<file path="src/step_sequencer_defines.svh">
// Constants for the step/dir microstep sequencer: register offsets, fields, reset values, timing.
// Assumes a 100 MHz aclk; included by the design and the bench.
`ifndef STEP_SEQUENCER_DEFINES_SVH
`define STEP_SEQUENCER_DEFINES_SVH

`define ADDR_CONTROL 12'h000
`define ADDR_VELOCITY 12'h004
`define ADDR_STANDSTILL 12'h008
`define ADDR_STATUS 12'h00c
`define ADDR_POSITION 12'h010

// Control register fields
`define CTL_DOUBLE_EDGE 0
`define CTL_INTERNAL_GEN 1
`define CTL_SERIAL_RES 2
`define CTL_RES_LSB 4
`define CTL_RES_MSB 7
`define CTL_CHOPPER_SEL 8
`define CTL_CHOPPER_REG 9
`define CTL_POWERDOWN_DIS 10
`define CTL_FREEWHEEL 11
`define CTL_BRAKE 12
`define CTL_EXT_CLK_SEL 13
`define CONTROL_RESET 32'h0000_0000

// Standstill register fields
`define SS_HOLD_LSB 0
`define SS_HOLD_MSB 4
`define SS_DELAY_LSB 8
`define SS_DELAY_MSB 15
`define SS_DECAY_LSB 16
`define SS_DECAY_MSB 19
`define STANDSTILL_RESET 32'h0004_1012

`define RUN_SCALE 5'h1f
`define VELOCITY_RESET 32'h0000_0000

// Standstill delay unit, in ns, and its cycle count
`define STANDSTILL_UNIT_NS 1000
`define STANDSTILL_UNIT_CYCLES ((`STANDSTILL_UNIT_NS + 9) / 10)
// External clock timeout, in ns, and its cycle count (longest time, rounds down)
`define EXT_CLK_TIMEOUT_NS 2000
`define EXT_CLK_TIMEOUT_CYCLES (`EXT_CLK_TIMEOUT_NS / 10)

`define INDEX_WINDOW 10'h004
`define AXI_OKAY 2'b00
`define AXI_SLVERR 2'b10

`endif

</file>
<file path="src/step_sequencer_pkg.sv">
// Types shared by the sequencer and its sine table.
// Assumes step_sequencer_defines.svh is on the include path.
package step_sequencer_pkg;

  typedef struct packed {
    logic [9:0] position;
    logic [7:0] sine;
    logic [7:0] cosine;
  } phase_type;

  typedef struct packed {
    logic signed [8:0] coil_a;
    logic signed [8:0] coil_b;
  } coil_setpoint_type;

  typedef enum logic [1:0] {
    bus_idle,
    bus_write_resp,
    bus_read_resp
  } bus_state_type;

  typedef enum logic [1:0] {
    hold_running,
    hold_waiting,
    hold_reduced
  } hold_state_type;

endpackage

</file>
<file path="src/step_dir_microstep_sequencer.sv">
// Step/dir front end of a two-phase stepper driver with AXI4-Lite configuration.
// Assumes step, direction and configuration pins are synchronous to aclk.
//
// The implementer's own choices: the address map and the AXI4-Lite interface to the registers.
`include "step_sequencer_defines.svh"

module step_dir_microstep_sequencer (
  input wire logic aclk,
  input wire logic aresetn,
  input wire logic [31:0] s_axi_awaddr,
  input wire logic s_axi_awvalid,
  output logic s_axi_awready,
  input wire logic [31:0] s_axi_wdata,
  input wire logic [3:0] s_axi_wstrb,
  input wire logic s_axi_wvalid,
  output logic s_axi_wready,
  output logic [1:0] s_axi_bresp,
  output logic s_axi_bvalid,
  input wire logic s_axi_bready,
  input wire logic [31:0] s_axi_araddr,
  input wire logic s_axi_arvalid,
  output logic s_axi_arready,
  output logic [31:0] s_axi_rdata,
  output logic [1:0] s_axi_rresp,
  output logic s_axi_rvalid,
  input wire logic s_axi_rready,
  input wire logic step,
  input wire logic direction,
  input wire logic double_edge_step_select,
  input wire logic resolution_select_lo,
  input wire logic resolution_select_hi,
  input wire logic powerdown_serial_pin,
  input wire logic drive_disable_n,
  input wire logic chopper_select_pin,
  input wire logic ext_clk_level,
  output logic [9:0] microstep_position_count,
  output logic signed [8:0] coil_a_setpoint,
  output logic signed [8:0] coil_b_setpoint,
  output logic [4:0] current_scale,
  output logic power_stage_enable,
  output logic freewheel,
  output logic brake,
  output logic cycle_chopper,
  output logic index_pulse,
  output logic ext_clock_active
);

  typedef struct packed {
    step_sequencer_pkg::bus_state_type bus;
    logic aw_seen;
    logic w_seen;
    logic [11:0] waddr;
    logic [31:0] wdata;
    logic [3:0] wstrb;
    logic [1:0] bresp;
    logic [31:0] rdata;
    logic [1:0] rresp;
    logic [31:0] control;
    logic signed [31:0] velocity;
    logic [31:0] standstill;
    logic step_prev;
    logic ext_prev;
    logic [31:0] gen_accum;
    logic [9:0] position;
    step_sequencer_pkg::hold_state_type hold;
    logic [7:0] unit_count;
    logic [7:0] delay_count;
    logic [3:0] decay_count;
    logic [4:0] scale;
    logic [7:0] ext_count;
    logic ext_ok;
    logic index;
    logic enable;
    logic fw;
    logic brk;
    logic chop;
    step_sequencer_pkg::coil_setpoint_type coils;
  } state_type;

  state_type state;
  state_type next_state;
  step_sequencer_pkg::coil_setpoint_type table_out;

  // Step size is 256 >> log2(microsteps); encoding 0 = 256 microsteps, 8 = full step
  function automatic logic [9:0] step_size(input logic [3:0] res);
    begin
      step_size = (res > 4'h8) ? 10'h100 : 10'(10'h001 << res);
    end
  endfunction

  // Pin resolution decode to the same encoding
  function automatic logic [3:0] pin_resolution(input logic hi, input logic lo);
    begin
      case ({hi, lo})
        2'b00: pin_resolution = 4'h5;
        2'b01: pin_resolution = 4'h3;
        2'b10: pin_resolution = 4'h2;
        default: pin_resolution = 4'h4;
      endcase
    end
  endfunction

  // Coil setpoints follow the registered position one cycle later
  sine_table table_inst (
    .position(state.position),
    .setpoint(table_out)
  );

  ////////////////////////////////////////////////////////////////////////////////
  // Next-state logic

  always_comb begin
    logic wr_fire;
    logic [11:0] raddr;
    logic ext_edge;
    logic gen_step;
    logic gen_dir;
    logic [32:0] gen_sum;
    logic [31:0] speed;
    logic [3:0] res;
    logic [9:0] delta;
    logic moved;
    logic [4:0] hold_scale;
    wr_fire = 1'b0;
    raddr = s_axi_araddr[11:0];
    ext_edge = 1'b0;
    gen_step = 1'b0;
    gen_dir = 1'b0;
    gen_sum = 33'h0;
    speed = 32'h0;
    res = 4'h0;
    delta = 10'h0;
    moved = 1'b0;
    hold_scale = 5'h0;
    next_state = state;

    // Register bus: accepts address and data in either order
    case (state.bus)
      step_sequencer_pkg::bus_idle: begin
        if (s_axi_awvalid && !state.aw_seen) begin
          next_state.aw_seen = 1'b1;
          next_state.waddr = s_axi_awaddr[11:0];
        end
        if (s_axi_wvalid && !state.w_seen) begin
          next_state.w_seen = 1'b1;
          next_state.wdata = s_axi_wdata;
          next_state.wstrb = s_axi_wstrb;
        end
        // A read taken with arready high wins; a write caught in the same cycle completes after it
        if (s_axi_arvalid && !state.aw_seen && !state.w_seen) begin
          next_state.rresp = `AXI_OKAY;
          case (raddr)
            `ADDR_CONTROL: next_state.rdata = state.control;
            `ADDR_VELOCITY: next_state.rdata = state.velocity;
            `ADDR_STANDSTILL: next_state.rdata = state.standstill;
            `ADDR_STATUS: next_state.rdata = {26'h0, state.hold == step_sequencer_pkg::hold_reduced,
                                              state.chop, state.ext_ok, state.fw, state.brk, state.enable};
            `ADDR_POSITION: next_state.rdata = {22'h0, state.position};
            default: begin
              next_state.rdata = 32'h0;
              next_state.rresp = `AXI_SLVERR;
            end
          endcase
          next_state.bus = step_sequencer_pkg::bus_read_resp;
        end else if (next_state.aw_seen && next_state.w_seen) begin
          wr_fire = 1'b1;
          next_state.aw_seen = 1'b0;
          next_state.w_seen = 1'b0;
          next_state.bus = step_sequencer_pkg::bus_write_resp;
        end
      end
      step_sequencer_pkg::bus_write_resp: begin
        if (s_axi_bready) begin
          next_state.bus = step_sequencer_pkg::bus_idle;
        end
      end
      step_sequencer_pkg::bus_read_resp: begin
        if (s_axi_rready) begin
          next_state.bus = step_sequencer_pkg::bus_idle;
        end
      end
      default: next_state.bus = step_sequencer_pkg::bus_idle;
    endcase

    if (wr_fire) begin
      next_state.bresp = `AXI_OKAY;
      for (int b = 0; b < 4; b++) begin
        if (next_state.wstrb[b]) begin
          case (next_state.waddr)
            `ADDR_CONTROL: next_state.control[b*8 +: 8] = next_state.wdata[b*8 +: 8];
            // New velocity takes effect immediately, no ramp
            `ADDR_VELOCITY: next_state.velocity[b*8 +: 8] = next_state.wdata[b*8 +: 8];
            `ADDR_STANDSTILL: next_state.standstill[b*8 +: 8] = next_state.wdata[b*8 +: 8];
            default: next_state.bresp = next_state.bresp;
          endcase
        end
      end
      if (next_state.waddr != `ADDR_CONTROL && next_state.waddr != `ADDR_VELOCITY
          && next_state.waddr != `ADDR_STANDSTILL) begin
        next_state.bresp = `AXI_SLVERR;
      end
    end

    // Active step edge detection
    next_state.step_prev = step;
    if (double_edge_step_select || state.control[`CTL_DOUBLE_EDGE]) begin
      ext_edge = step ^ state.step_prev;
    end else begin
      ext_edge = step & ~state.step_prev;
    end

    // Internal generator: phase accumulator at signed velocity
    speed = state.velocity[31] ? 32'(-state.velocity) : state.velocity;
    gen_dir = state.velocity[31];
    if (state.control[`CTL_INTERNAL_GEN]) begin
      gen_sum = {1'b0, state.gen_accum} + {1'b0, speed};
      gen_step = gen_sum[32];
      next_state.gen_accum = gen_sum[31:0];
    end else begin
      next_state.gen_accum = 32'h0;
    end

    // Resolution from register or pins
    res = state.control[`CTL_SERIAL_RES] ? state.control[`CTL_RES_MSB:`CTL_RES_LSB]
                                         : pin_resolution(resolution_select_hi, resolution_select_lo);
    delta = step_size(res);

    // External steps move the position in the dir sampled at the edge, internal steps by the velocity sign; an external step wins a shared cycle
    if (ext_edge) begin
      next_state.position = direction ? 10'(state.position - delta) : 10'(state.position + delta);
      moved = 1'b1;
    end else if (gen_step) begin
      next_state.position = gen_dir ? 10'(state.position - delta) : 10'(state.position + delta);
      moved = 1'b1;
    end

    // Index near zero, once per 1024 positions
    // Only entry into the window pulses, so fine resolutions still give one pulse per revolution
    next_state.index = moved && (next_state.position < `INDEX_WINDOW) && (state.position >= `INDEX_WINDOW);

    // Standstill reduction with delay and stepwise decay
    hold_scale = state.standstill[`SS_HOLD_MSB:`SS_HOLD_LSB];
    next_state.unit_count = (state.unit_count == 8'(`STANDSTILL_UNIT_CYCLES - 1)) ? 8'h0 : 8'(state.unit_count + 8'h1);
    if (moved || (powerdown_serial_pin && !state.control[`CTL_POWERDOWN_DIS])) begin
      next_state.hold = step_sequencer_pkg::hold_running;
      next_state.scale = `RUN_SCALE;
      next_state.delay_count = 8'h0;
    end else begin
      case (state.hold)
        step_sequencer_pkg::hold_running: next_state.hold = step_sequencer_pkg::hold_waiting;
        step_sequencer_pkg::hold_waiting: begin
          if (state.unit_count == 8'h0) begin
            next_state.delay_count = 8'(state.delay_count + 8'h1);
          end
          if (state.delay_count >= state.standstill[`SS_DELAY_MSB:`SS_DELAY_LSB]) begin
            next_state.hold = step_sequencer_pkg::hold_reduced;
            next_state.decay_count = 4'h0;
          end
        end
        step_sequencer_pkg::hold_reduced: begin
          if (state.unit_count == 8'h0) begin
            next_state.decay_count = 4'(state.decay_count + 4'h1);
            if (state.decay_count >= state.standstill[`SS_DECAY_MSB:`SS_DECAY_LSB] && state.scale > hold_scale) begin
              next_state.scale = 5'(state.scale - 5'h1);
              next_state.decay_count = 4'h0;
            end
          end
          if (state.scale < hold_scale) begin
            next_state.scale = hold_scale;
          end
        end
        default: next_state.hold = step_sequencer_pkg::hold_running;
      endcase
    end
    next_state.fw = (state.hold == step_sequencer_pkg::hold_reduced) && state.control[`CTL_FREEWHEEL]
                    && !state.control[`CTL_BRAKE];
    next_state.brk = (state.hold == step_sequencer_pkg::hold_reduced) && state.control[`CTL_BRAKE];

    // Drive disable switches the stage off
    next_state.enable = !drive_disable_n;

    // Chopper select from pin or configuration
    next_state.chop = state.control[`CTL_CHOPPER_SEL] ? state.control[`CTL_CHOPPER_REG] : chopper_select_pin;

    // External clock watchdog with fallback
    next_state.ext_prev = ext_clk_level;
    if (ext_clk_level != state.ext_prev) begin
      next_state.ext_count = 8'h0;
      next_state.ext_ok = state.control[`CTL_EXT_CLK_SEL];
    end else if (state.ext_count >= 8'(`EXT_CLK_TIMEOUT_CYCLES - 1)) begin
      next_state.ext_ok = 1'b0;
    end else begin
      next_state.ext_count = 8'(state.ext_count + 8'h1);
    end
    if (!state.control[`CTL_EXT_CLK_SEL]) begin
      next_state.ext_ok = 1'b0;
    end

    next_state.coils = table_out;
  end

  ////////////////////////////////////////////////////////////////////////////////
  // State register

  always_ff @(posedge aclk) begin
    if (!aresetn) begin
      state <= '0;
      state.control <= `CONTROL_RESET;
      state.velocity <= `VELOCITY_RESET;
      state.standstill <= `STANDSTILL_RESET;
      state.position <= 10'h000;
      state.scale <= `RUN_SCALE;
      state.coils <= '0;
    end else begin
      state <= next_state;
    end
  end

  always_comb begin
    s_axi_awready = (state.bus == step_sequencer_pkg::bus_idle) && !state.aw_seen;
    s_axi_wready = (state.bus == step_sequencer_pkg::bus_idle) && !state.w_seen;
    s_axi_arready = (state.bus == step_sequencer_pkg::bus_idle) && !state.aw_seen && !state.w_seen;
  end

  assign s_axi_bvalid = state.bus == step_sequencer_pkg::bus_write_resp;
  assign s_axi_bresp = state.bresp;
  assign s_axi_rvalid = state.bus == step_sequencer_pkg::bus_read_resp;
  assign s_axi_rdata = state.rdata;
  assign s_axi_rresp = state.rresp;
  assign microstep_position_count = state.position;
  assign coil_a_setpoint = state.coils.coil_a;
  assign coil_b_setpoint = state.coils.coil_b;
  assign current_scale = state.scale;
  assign power_stage_enable = state.enable;
  assign freewheel = state.fw;
  assign brake = state.brk;
  assign cycle_chopper = state.chop;
  assign index_pulse = state.index;
  assign ext_clock_active = state.ext_ok;

  ////////////////////////////////////////////////////////////////////////////////
  // Assertions

  property p_rising_step;
    @(posedge aclk) disable iff (!aresetn)
      $rose(step) && !direction && !state.control[`CTL_INTERNAL_GEN] |=> $changed(microstep_position_count);
  endproperty
  a_rising_step: assert property (p_rising_step) else $error("rising step did not move position");

  property p_single_edge;
    @(posedge aclk) disable iff (!aresetn)
      $fell(step) && !double_edge_step_select && !state.control[`CTL_DOUBLE_EDGE]
      && !state.control[`CTL_INTERNAL_GEN] |=> $stable(microstep_position_count);
  endproperty
  a_single_edge: assert property (p_single_edge) else $error("falling step moved position");

  // Step size in force at the edge, for the step-size checks
  logic [9:0] delta_now_q;
  always_ff @(posedge aclk) begin
    delta_now_q <= step_size(state.control[`CTL_SERIAL_RES] ? state.control[`CTL_RES_MSB:`CTL_RES_LSB]
                                                            : pin_resolution(resolution_select_hi, resolution_select_lo));
  end
  property p_forward;
    @(posedge aclk) disable iff (!aresetn)
      $rose(step) && !direction |=> microstep_position_count == 10'($past(microstep_position_count) + delta_now_q);
  endproperty
  a_forward: assert property (p_forward) else $error("forward step size wrong");

  property p_backward;
    @(posedge aclk) disable iff (!aresetn)
      $rose(step) && direction |=> microstep_position_count == 10'($past(microstep_position_count) - delta_now_q);
  endproperty
  a_backward: assert property (p_backward) else $error("backward step size wrong");

  property p_disable;
    @(posedge aclk) disable iff (!aresetn) drive_disable_n |=> !power_stage_enable;
  endproperty
  a_disable: assert property (p_disable) else $error("stage on while disabled");

  property p_index;
    @(posedge aclk) disable iff (!aresetn) index_pulse |-> microstep_position_count < `INDEX_WINDOW;
  endproperty
  a_index: assert property (p_index) else $error("index away from zero");

  property p_chopper_pin;
    @(posedge aclk) disable iff (!aresetn)
      !state.control[`CTL_CHOPPER_SEL] ##1 !state.control[`CTL_CHOPPER_SEL] |-> cycle_chopper == $past(chopper_select_pin);
  endproperty
  a_chopper_pin: assert property (p_chopper_pin) else $error("chopper pin not followed");

  property p_running_current;
    @(posedge aclk) disable iff (!aresetn)
      powerdown_serial_pin && !state.control[`CTL_POWERDOWN_DIS] |=> current_scale == `RUN_SCALE;
  endproperty
  a_running_current: assert property (p_running_current) else $error("current reduced with pin high");

endmodule

</file>
<file path="src/sine_table.sv">
// Quarter-wave sine table mapping the 10-bit microstep position to signed coil setpoints.
// Assumes position wraps modulo 1024 with 256 entries per quarter wave.
module sine_table (
  input wire logic [9:0] position,
  output step_sequencer_pkg::coil_setpoint_type setpoint
);

  function automatic logic [7:0] quarter_sine(input logic [7:0] idx);
    int value;
    begin
      // Parabolic approximation of sin(idx * pi / 512) scaled to 255
      value = (int'(idx) * (512 - int'(idx)) * 255) / (256 * 256);
      quarter_sine = value[7:0];
    end
  endfunction

  function automatic logic signed [8:0] wave(input logic [9:0] pos);
    logic [7:0] mag;
    begin
      mag = pos[8] ? quarter_sine(8'(9'h100 - {1'b0, pos[7:0]})) : quarter_sine(pos[7:0]);
      if (pos[8] && pos[7:0] == 8'h00) begin
        mag = 8'hff;
      end
      wave = pos[9] ? -$signed({1'b0, mag}) : $signed({1'b0, mag});
    end
  endfunction

  // Sine and cosine from one table
  always_comb begin
    setpoint.coil_a = wave(position);
    setpoint.coil_b = wave(10'(position + 10'h100));
  end

endmodule

</file>
<file path="config.mk">
export PLATFORM = sky130hd
export DESIGN_NAME = step_dir_microstep_sequencer
export DESIGN_NICKNAME = d
export VERILOG_FILES = /design/src/step_sequencer_pkg.sv /design/src/step_dir_microstep_sequencer.sv /design/src/sine_table.sv
export VERILOG_INCLUDE_DIRS = /design/src
export SDC_FILE = /design/constraint.sdc
export NUM_CORES = 1
export LEC_CHECK = 0
export ABC_AREA = 1
export BUFFER_PORTS_ARGS = -buffer_cell sky130_fd_sc_hd__buf_4
export CORE_UTILIZATION = 55
export CTS_CLUSTER_DIAMETER = 30
export DETAILED_ROUTE_END_ITERATION = 8
export GPL_TIMING_DRIVEN = 0
export HOLD_SLACK_MARGIN = 0.05
export PLACE_DENSITY = 0.85
export SLEW_MARGIN = 5
export SYNTH_ARGS = -nofsm -noshare
export SYNTH_HDL_FRONTEND = slang
export SYNTH_SLANG_ARGS = --single-unit
</file>
<file path="constraint.sdc">
create_clock -name aclk -period 14.3 [get_ports aclk]
set_input_delay 1.43 -clock aclk [delete_from_list [all_inputs] [get_ports aclk]]
set_output_delay 1.43 -clock aclk [all_outputs]
set_load 0.005 [all_outputs]
</file>
==> run metrics, run 1 <==
crit-path max cell delay 0.82 ns; routed vias 26,000; CP endpoint coil_b_setpoint[6]; Synth area leaders dfxtp_1 20%, fa_1 19%, ha_1 12%, inv_1 11%, nand2_1 7.2%; die height 230 microns; CTS Hold Bufs 0; reg2reg setup slack 1.02 ns; Main synth FF type dfxtp_1; first-pass GRT wire length 128 mm; vias in the first global route 26,100; syn avg cell area 7.38 sq um; Root Driver clkbuf_16; failing checks DRC; CTS tree built; fmax 75.3 MHz; Distinct cells, synth 60; Worst Path Required 14.78 ns; Clock transition at path regs 0.06 ns; Setup Viol. Count Final 0; FFs w/ async S/R, synth 0%; DRC 2; register area share after synthesis 20.0%; cell accounting for the most synthesized area dfxtp_1; Die X 230 microns; fin area 0.0327 sq mm; # clock sinks 285; hold depth 1; crit-path max FO 12; Die ar. 0.0527 sq mm; htree depth 2; outcome finished with violations; cell with the most instances after synthesis inv_1; largest net degree at the start of global routing 18; Max-Cap Viols 0; most used cell, CP inv_1; synth cell count leaders 843 x inv_1, 549 x nand2_1, 357 x nor2_1; final net count 4,755; worst hold path type reg2reg; synthesis-stage register bit count 285; CTS resizes 0; Post-Route WL 79.0 mm; Post-synth EDFFs 0; Detail Route Antenna Nets 0; Crit. Startpoint microstep_position_count[0]; RSZ-0062 raised after global routing no; Critical Path Sink Type flip-flop; period utilization 92.9%; fraction of layout cells with a size suffix above 1 10.6%; grt ovf 0; Synth Warn # 0; Setup Slack @ Placement 1.19 ns; Hold WS 0.432 ns; wire per inst 16.4 microns; Setup Skew 0.0423 ns; startpoint class of the critical path flip-flop; Clk Latency, worst-skew pair 0.61 ns; Worst R2R Start microstep_position_count[0]; worst-path cell with the longest stage delay dfxtp_1; antenna violations before repair 2; synthesized area 0.0285 sq mm; Reg2Reg Depth 51; CTS Buf Count 60; row count 83; Hold Vio Cnt, Final 0; initial drt markers 2,080; TritonRoute pass-1 iters 9; Pins Over Slew Limit 0; worst path arrival time 13.77 ns; All-Layer GR Usage 30.1%; Max-slew headroom 2.21%; maximum clock path buffer count 3; Buffers on Ports 152; CORE AREA 0.0512 sq mm; Cells after Synth 3,861; Placement Cell Area 0.0306 sq mm; gpl congestion 0.950; Ports 196; critical setup path kind reg2reg; P&R area growth vs syn 14.7%; reg2reg end coil_b_setpoint[6]; final worst setup slack 1.02 ns; post-synth top area share 20.0%; final critical-path required period 13.28 ns; # Post-CTS Setup Buffers 0; Initial Util 55.7%; worst slew pin tran 1.47 ns; HPWL after DPL 63.1 mm; Setup TNS Final 0 ns; Via density 5.39
## layout by cell type, fill, tap and decap left out, types with 7 or more instances in the layout
cell,instances
o21bai_1,18
a21oi_1,288
mux2i_1,7
nor3_1,41
inv_2,14
clkbuf_16,60
clkinvlp_4,8
o22ai_1,41
ha_1,282
buf_4,226
clkinv_4,9
clkinv_1,7
nand2_2,7
nand3b_1,7
xnor2_1,21
dfxtp_1,285
fa_1,264
o21a_1,12
inv_1,843
o21ai_1,49
clkbuf_1,79
bufinv_16,10
nand2_1,549
a21o_1,15
a31oi_1,11
nor4_1,7
o21ai_0,201
nand3_1,153
nand4_1,35
clkinv_2,8
buf_2,13
or2_2,41
conb_1,20
o211ai_1,11
xor2_1,63
nor2_1,357
## per-stage QoR
step           util (%)  std cells
6_report           63.8       4822
5_1_grt            63.8       4821
4_1_cts            63.8       4821
3_5_place_dp       59.7       4711
3_3_place_gp       59.7       4711
2_1_floorplan         -       3879
## cell type report
cell class,count,area (sq um)
tap,680,851
sequential,285,5710
inverter,864,3240
fill,4282,18500
multi-input combinational,2565,18700
antenna,1,2.50
buffer,165,915
clock inverter,43,592
clock buffer,67,1540
timing repair buffer,152,1140
## worst min-delay path by stage
stage                     from         to  slack, ns
global route        state[179]  freewheel       0.44
detailed placement  state[179]  freewheel       0.42
finish              state[179]  freewheel       0.43
floorplan           state[179]  freewheel       0.40
global placement    state[179]  freewheel       0.42
CTS                 state[179]  freewheel       0.43
## logic make-up after synthesis
logic type | Yosys count | share of synthesized area [%]
and+or+nand+nor | 1228 | 18.4
adders and majority gates | 546 | 30.9
other | 2 | 0.0264
xor gates and xnor gates | 84 | 2.58
AOI/OAI and AO/OA | 680 | 13.2
buffers and inverters | 1029 | 14.6
DFF | 285 | 20.0
muxes | 7 | 0.246
## routing by layer
| layer | global-route usage [%] | share of wire [%] |
|---|---|---|
| met5 | 0 | 0.015 |
| met3 | 5.78 | 8.0 |
| met4 | 14.0 | 4.6 |
| met1 | 36.2 | 40 |
| met2 | 51.7 | 48 |
## worst max-delay path: cells and delay by family (launching register included)
| family | cells | cell delay, ns |
|---|---|---|
| DFF | 1 | 0.82 |
| adders and majority gates | 14 | 6.38 |
| and+or+nand+nor | 19 | 2.28 |
| AOI/OAI and AO/OA | 2 | 0.31 |
| buffers and inverters | 15 | 2.87 |
| xor gates and xnor gates | 1 | 0.49 |
## sequential cells by signal, indices dropped and copies added, names as in the netlist
register / cells
current_scale: 5
brake: 1
ext_clock_active: 1
index_pulse: 1
coil_a_setpoint: 9
state: 212
microstep_position_count: 10
coil_b_setpoint: 9
s_axi_rresp: 1
s_axi_bresp: 1
freewheel: 1
s_axi_rdata: 32
power_stage_enable: 1
cycle_chopper: 1
Power of run 1 is left out: the tool's default activity adds up to more than one toggle a clock period on the data nets, which glitch-free logic cannot reach.
==> run 2, diff against run 1 <==
--- a/config.mk
+++ b/config.mk
@@ -6,7 +6,6 @@
 export SDC_FILE = /design/constraint.sdc
 export NUM_CORES = 1
 export LEC_CHECK = 0
-export ABC_AREA = 1
 export BUFFER_PORTS_ARGS = -buffer_cell sky130_fd_sc_hd__buf_4
 export CORE_UTILIZATION = 55
 export CTS_CLUSTER_DIAMETER = 30
==> run 2 against run 1 <==
The run now ends clean. Via count down 12%. Fmax fell by 1.7%. Worst setup slack worse by 0.23 ns. Sequential cell count unchanged. Non-clock buffer count rose by 10. Wire length down 9.1%. Global-route usage is 1.8 points lower. First-iteration DRC count down 9.3%. Highest routed layer is now met4.
==> run metrics, run 2 <==
final core utilization 63.5% (-0.36 points); Synth area leaders dfxtp_1 21%, fa_1 19%, ha_1 13%, inv_1 6.9%, mux2i_1 4.5%; Hold WS 0.455 ns (+0.0225 ns); synthesized area 0.0274 sq mm (-3.9%); critical setup path kind reg2reg; synth cell count leaders 504 x inv_1, 285 x dfxtp_1, 282 x ha_1; Setup Skew 0.0488 ns (+0.00656 ns); antenna violations before repair 3 (+1); grt ovf 0 (unchanged); Fillers 3,840 (-10%); Clk Latency, worst-skew pair 0.59 ns (-0.02 ns); fmax 74.0 MHz (-1.7%); # clock sinks 285 (unchanged); DRC 0 (-2); maximum clock path buffer count 3 (unchanged); Critical Path Sink Type flip-flop; Max-slew headroom 19.2% (+17 points); Clock transition at path regs 0.06 ns (about the same); wire per inst 17.7 microns (+7.9%); Synth Warn # 0 (unchanged); fraction of layout cells with a size suffix above 1 11.2% (+0.59 points); Main synth FF type dfxtp_1; Hold Vio Cnt, Final 0 (unchanged); syn avg cell area 8.72 sq um (+18%); Placed Cells 3,974 (-16%); HPWL after DPL 55.8 mm (-12%); Ports 196 (unchanged); register area share after synthesis 20.8% (+0.81 points); final critical-path required period 13.51 ns (+0.226 ns); CTS Buf Count 46 (-23%); crit-path max cell delay 0.60 ns (-0.22 ns); die height 225 microns (-1.9%); worst slew pin tran 1.20 ns (-0.265 ns); crit-path max FO 19 (+7); startpoint class of the critical path flip-flop; period utilization 94.5% (+1.6 points); Worst Path Required 14.68 ns (-0.10 ns); Buffers on Ports 150 (-1.3%); CTS Hold Bufs 0 (unchanged); synthesis-stage register bit count 285 (unchanged); gpl congestion 0.945 (-0.53%); initial drt markers 1,886 (-9.3%); RSZ-0062 raised after global routing no; vias in the first global route 22,900 (-12%); most common cell after layout, fill and taps aside inv_1; TritonRoute pass-1 iters 8 (-1); final std cells w/o fill 4,062 (-16%); cell with the most instances after synthesis inv_1; Root Driver clkbuf_16; CTS resizes 1 (+1); post-synth top area share 20.8% (+0.81 points); cell accounting for the most synthesized area dfxtp_1; P&R area growth vs syn 13.7%; Setup Viol. Count Final 0 (unchanged); Post-Route WL 71.8 mm (-9.1%); CTS tree built; Distinct cells, synth 75 (+25%); most used cell, CP inv_1; final net count 4,019 (-15%); Via density 5.61 (+4.0%); Pins Over Slew Limit 0 (unchanged); routed vias 22,800 (-12%); Die X 225 microns (-1.9%); Cells after Synth 3,141 (-19%); worst-path cell with the longest stage delay fa_1; max reg flops 212 (unchanged); Initial Util 55.8% (+0.18 points); commonest cells after routing, fill and taps aside 504 x inv_1, 284 x dfxtp_1, 282 x ha_1; htree depth 2 (unchanged); worst hold path type reg2reg; Die ar. 0.0507 sq mm (-3.9%); first-pass GRT wire length 115 mm (-11%); largest net degree at the start of global routing 14 (-4); All-Layer GR Usage 28.3% (-1.8 points); CORE AREA 0.0491 sq mm (-4.2%); outcome finished clean; Post-synth EDFFs 0 (unchanged); Detail Route Antenna Nets 0 (unchanged); worst path arrival time 13.89 ns (+0.12 ns); Max-Cap Viols 0 (unchanged); Largest Register state; Setup TNS Final 0 ns (unchanged); # Post-CTS Setup Buffers 0 (unchanged); row count 81 (-2.4%); FFs w/ async S/R, synth 0% (unchanged)
## run 2: worst paths after layout
check	from	endpoint	slack [ns]	cells past startpoint
min	state[272]	state[272]	0.45	2
min reg2reg	state[272]	state[272]	0.45	2
max	microstep_position_count[0]	coil_b_setpoint[7]	0.79	43
max reg2reg	microstep_position_count[0]	coil_b_setpoint[7]	0.79	43
## run 2: area by class of cell
cell class              instances  area, sq um  share of cell area [%]
multi-input cells            2193        18900                    60.8
flip-flops and latches        285         5710                    18.3
inverters                     504         1890                    6.08
clock buffers                  53         1250                    4.01
repair buffers                151         1130                    3.64
plain buffers                 176          922                    2.96
well taps                     664          831                    2.67
clock inverters                33          449                    1.44
diodes                          3         7.51                  0.0241
## run 2: routing by layer
layer | track usage (%) | wire length (microns)
met3 | 4.49 | 5770
met2 | 46.9 | 33800
met1 | 36.4 | 29100
met4 | 12.6 | 3120
met5 | 0 | 0
## run 2: through the flow
stage / instance area, sq um / worst slack [ns]
floorplan: 27500 / 2.54
global placement: 29400 / 0.112
detailed placement: 29400 / 0.0418
CTS: 31100 / 0.208
global route: 31100 / 0.187
finish: 31100 / 0.789
## run 2: cell families (layout without fill, tap and decap cells)
logic type	count (synthesis)	after routing	share of synthesized area [%]
and+or+nand+nor	817	817	14.1
muxes	159	159	5.97
other	2	23	0.0274
adders and majority gates	546	546	32.2
xor gates and xnor gates	159	159	5.08
buffers and inverters	681	917	10.3
DFF	285	285	20.8
AOI/OAI and AO/OA	492	492	11.5
## run 2: critical path, delay by kind of cell, from the launching register on
kind | cells | cell delay (ns)
fa+ha+maj | 13 | 5.86
compound gates | 11 | 3.09
buf+inv | 10 | 1.82
simple gates | 7 | 1.34
xor+xnor | 2 | 0.65
flops | 1 | 0.54
Power of run 2 is left out for the same reason.
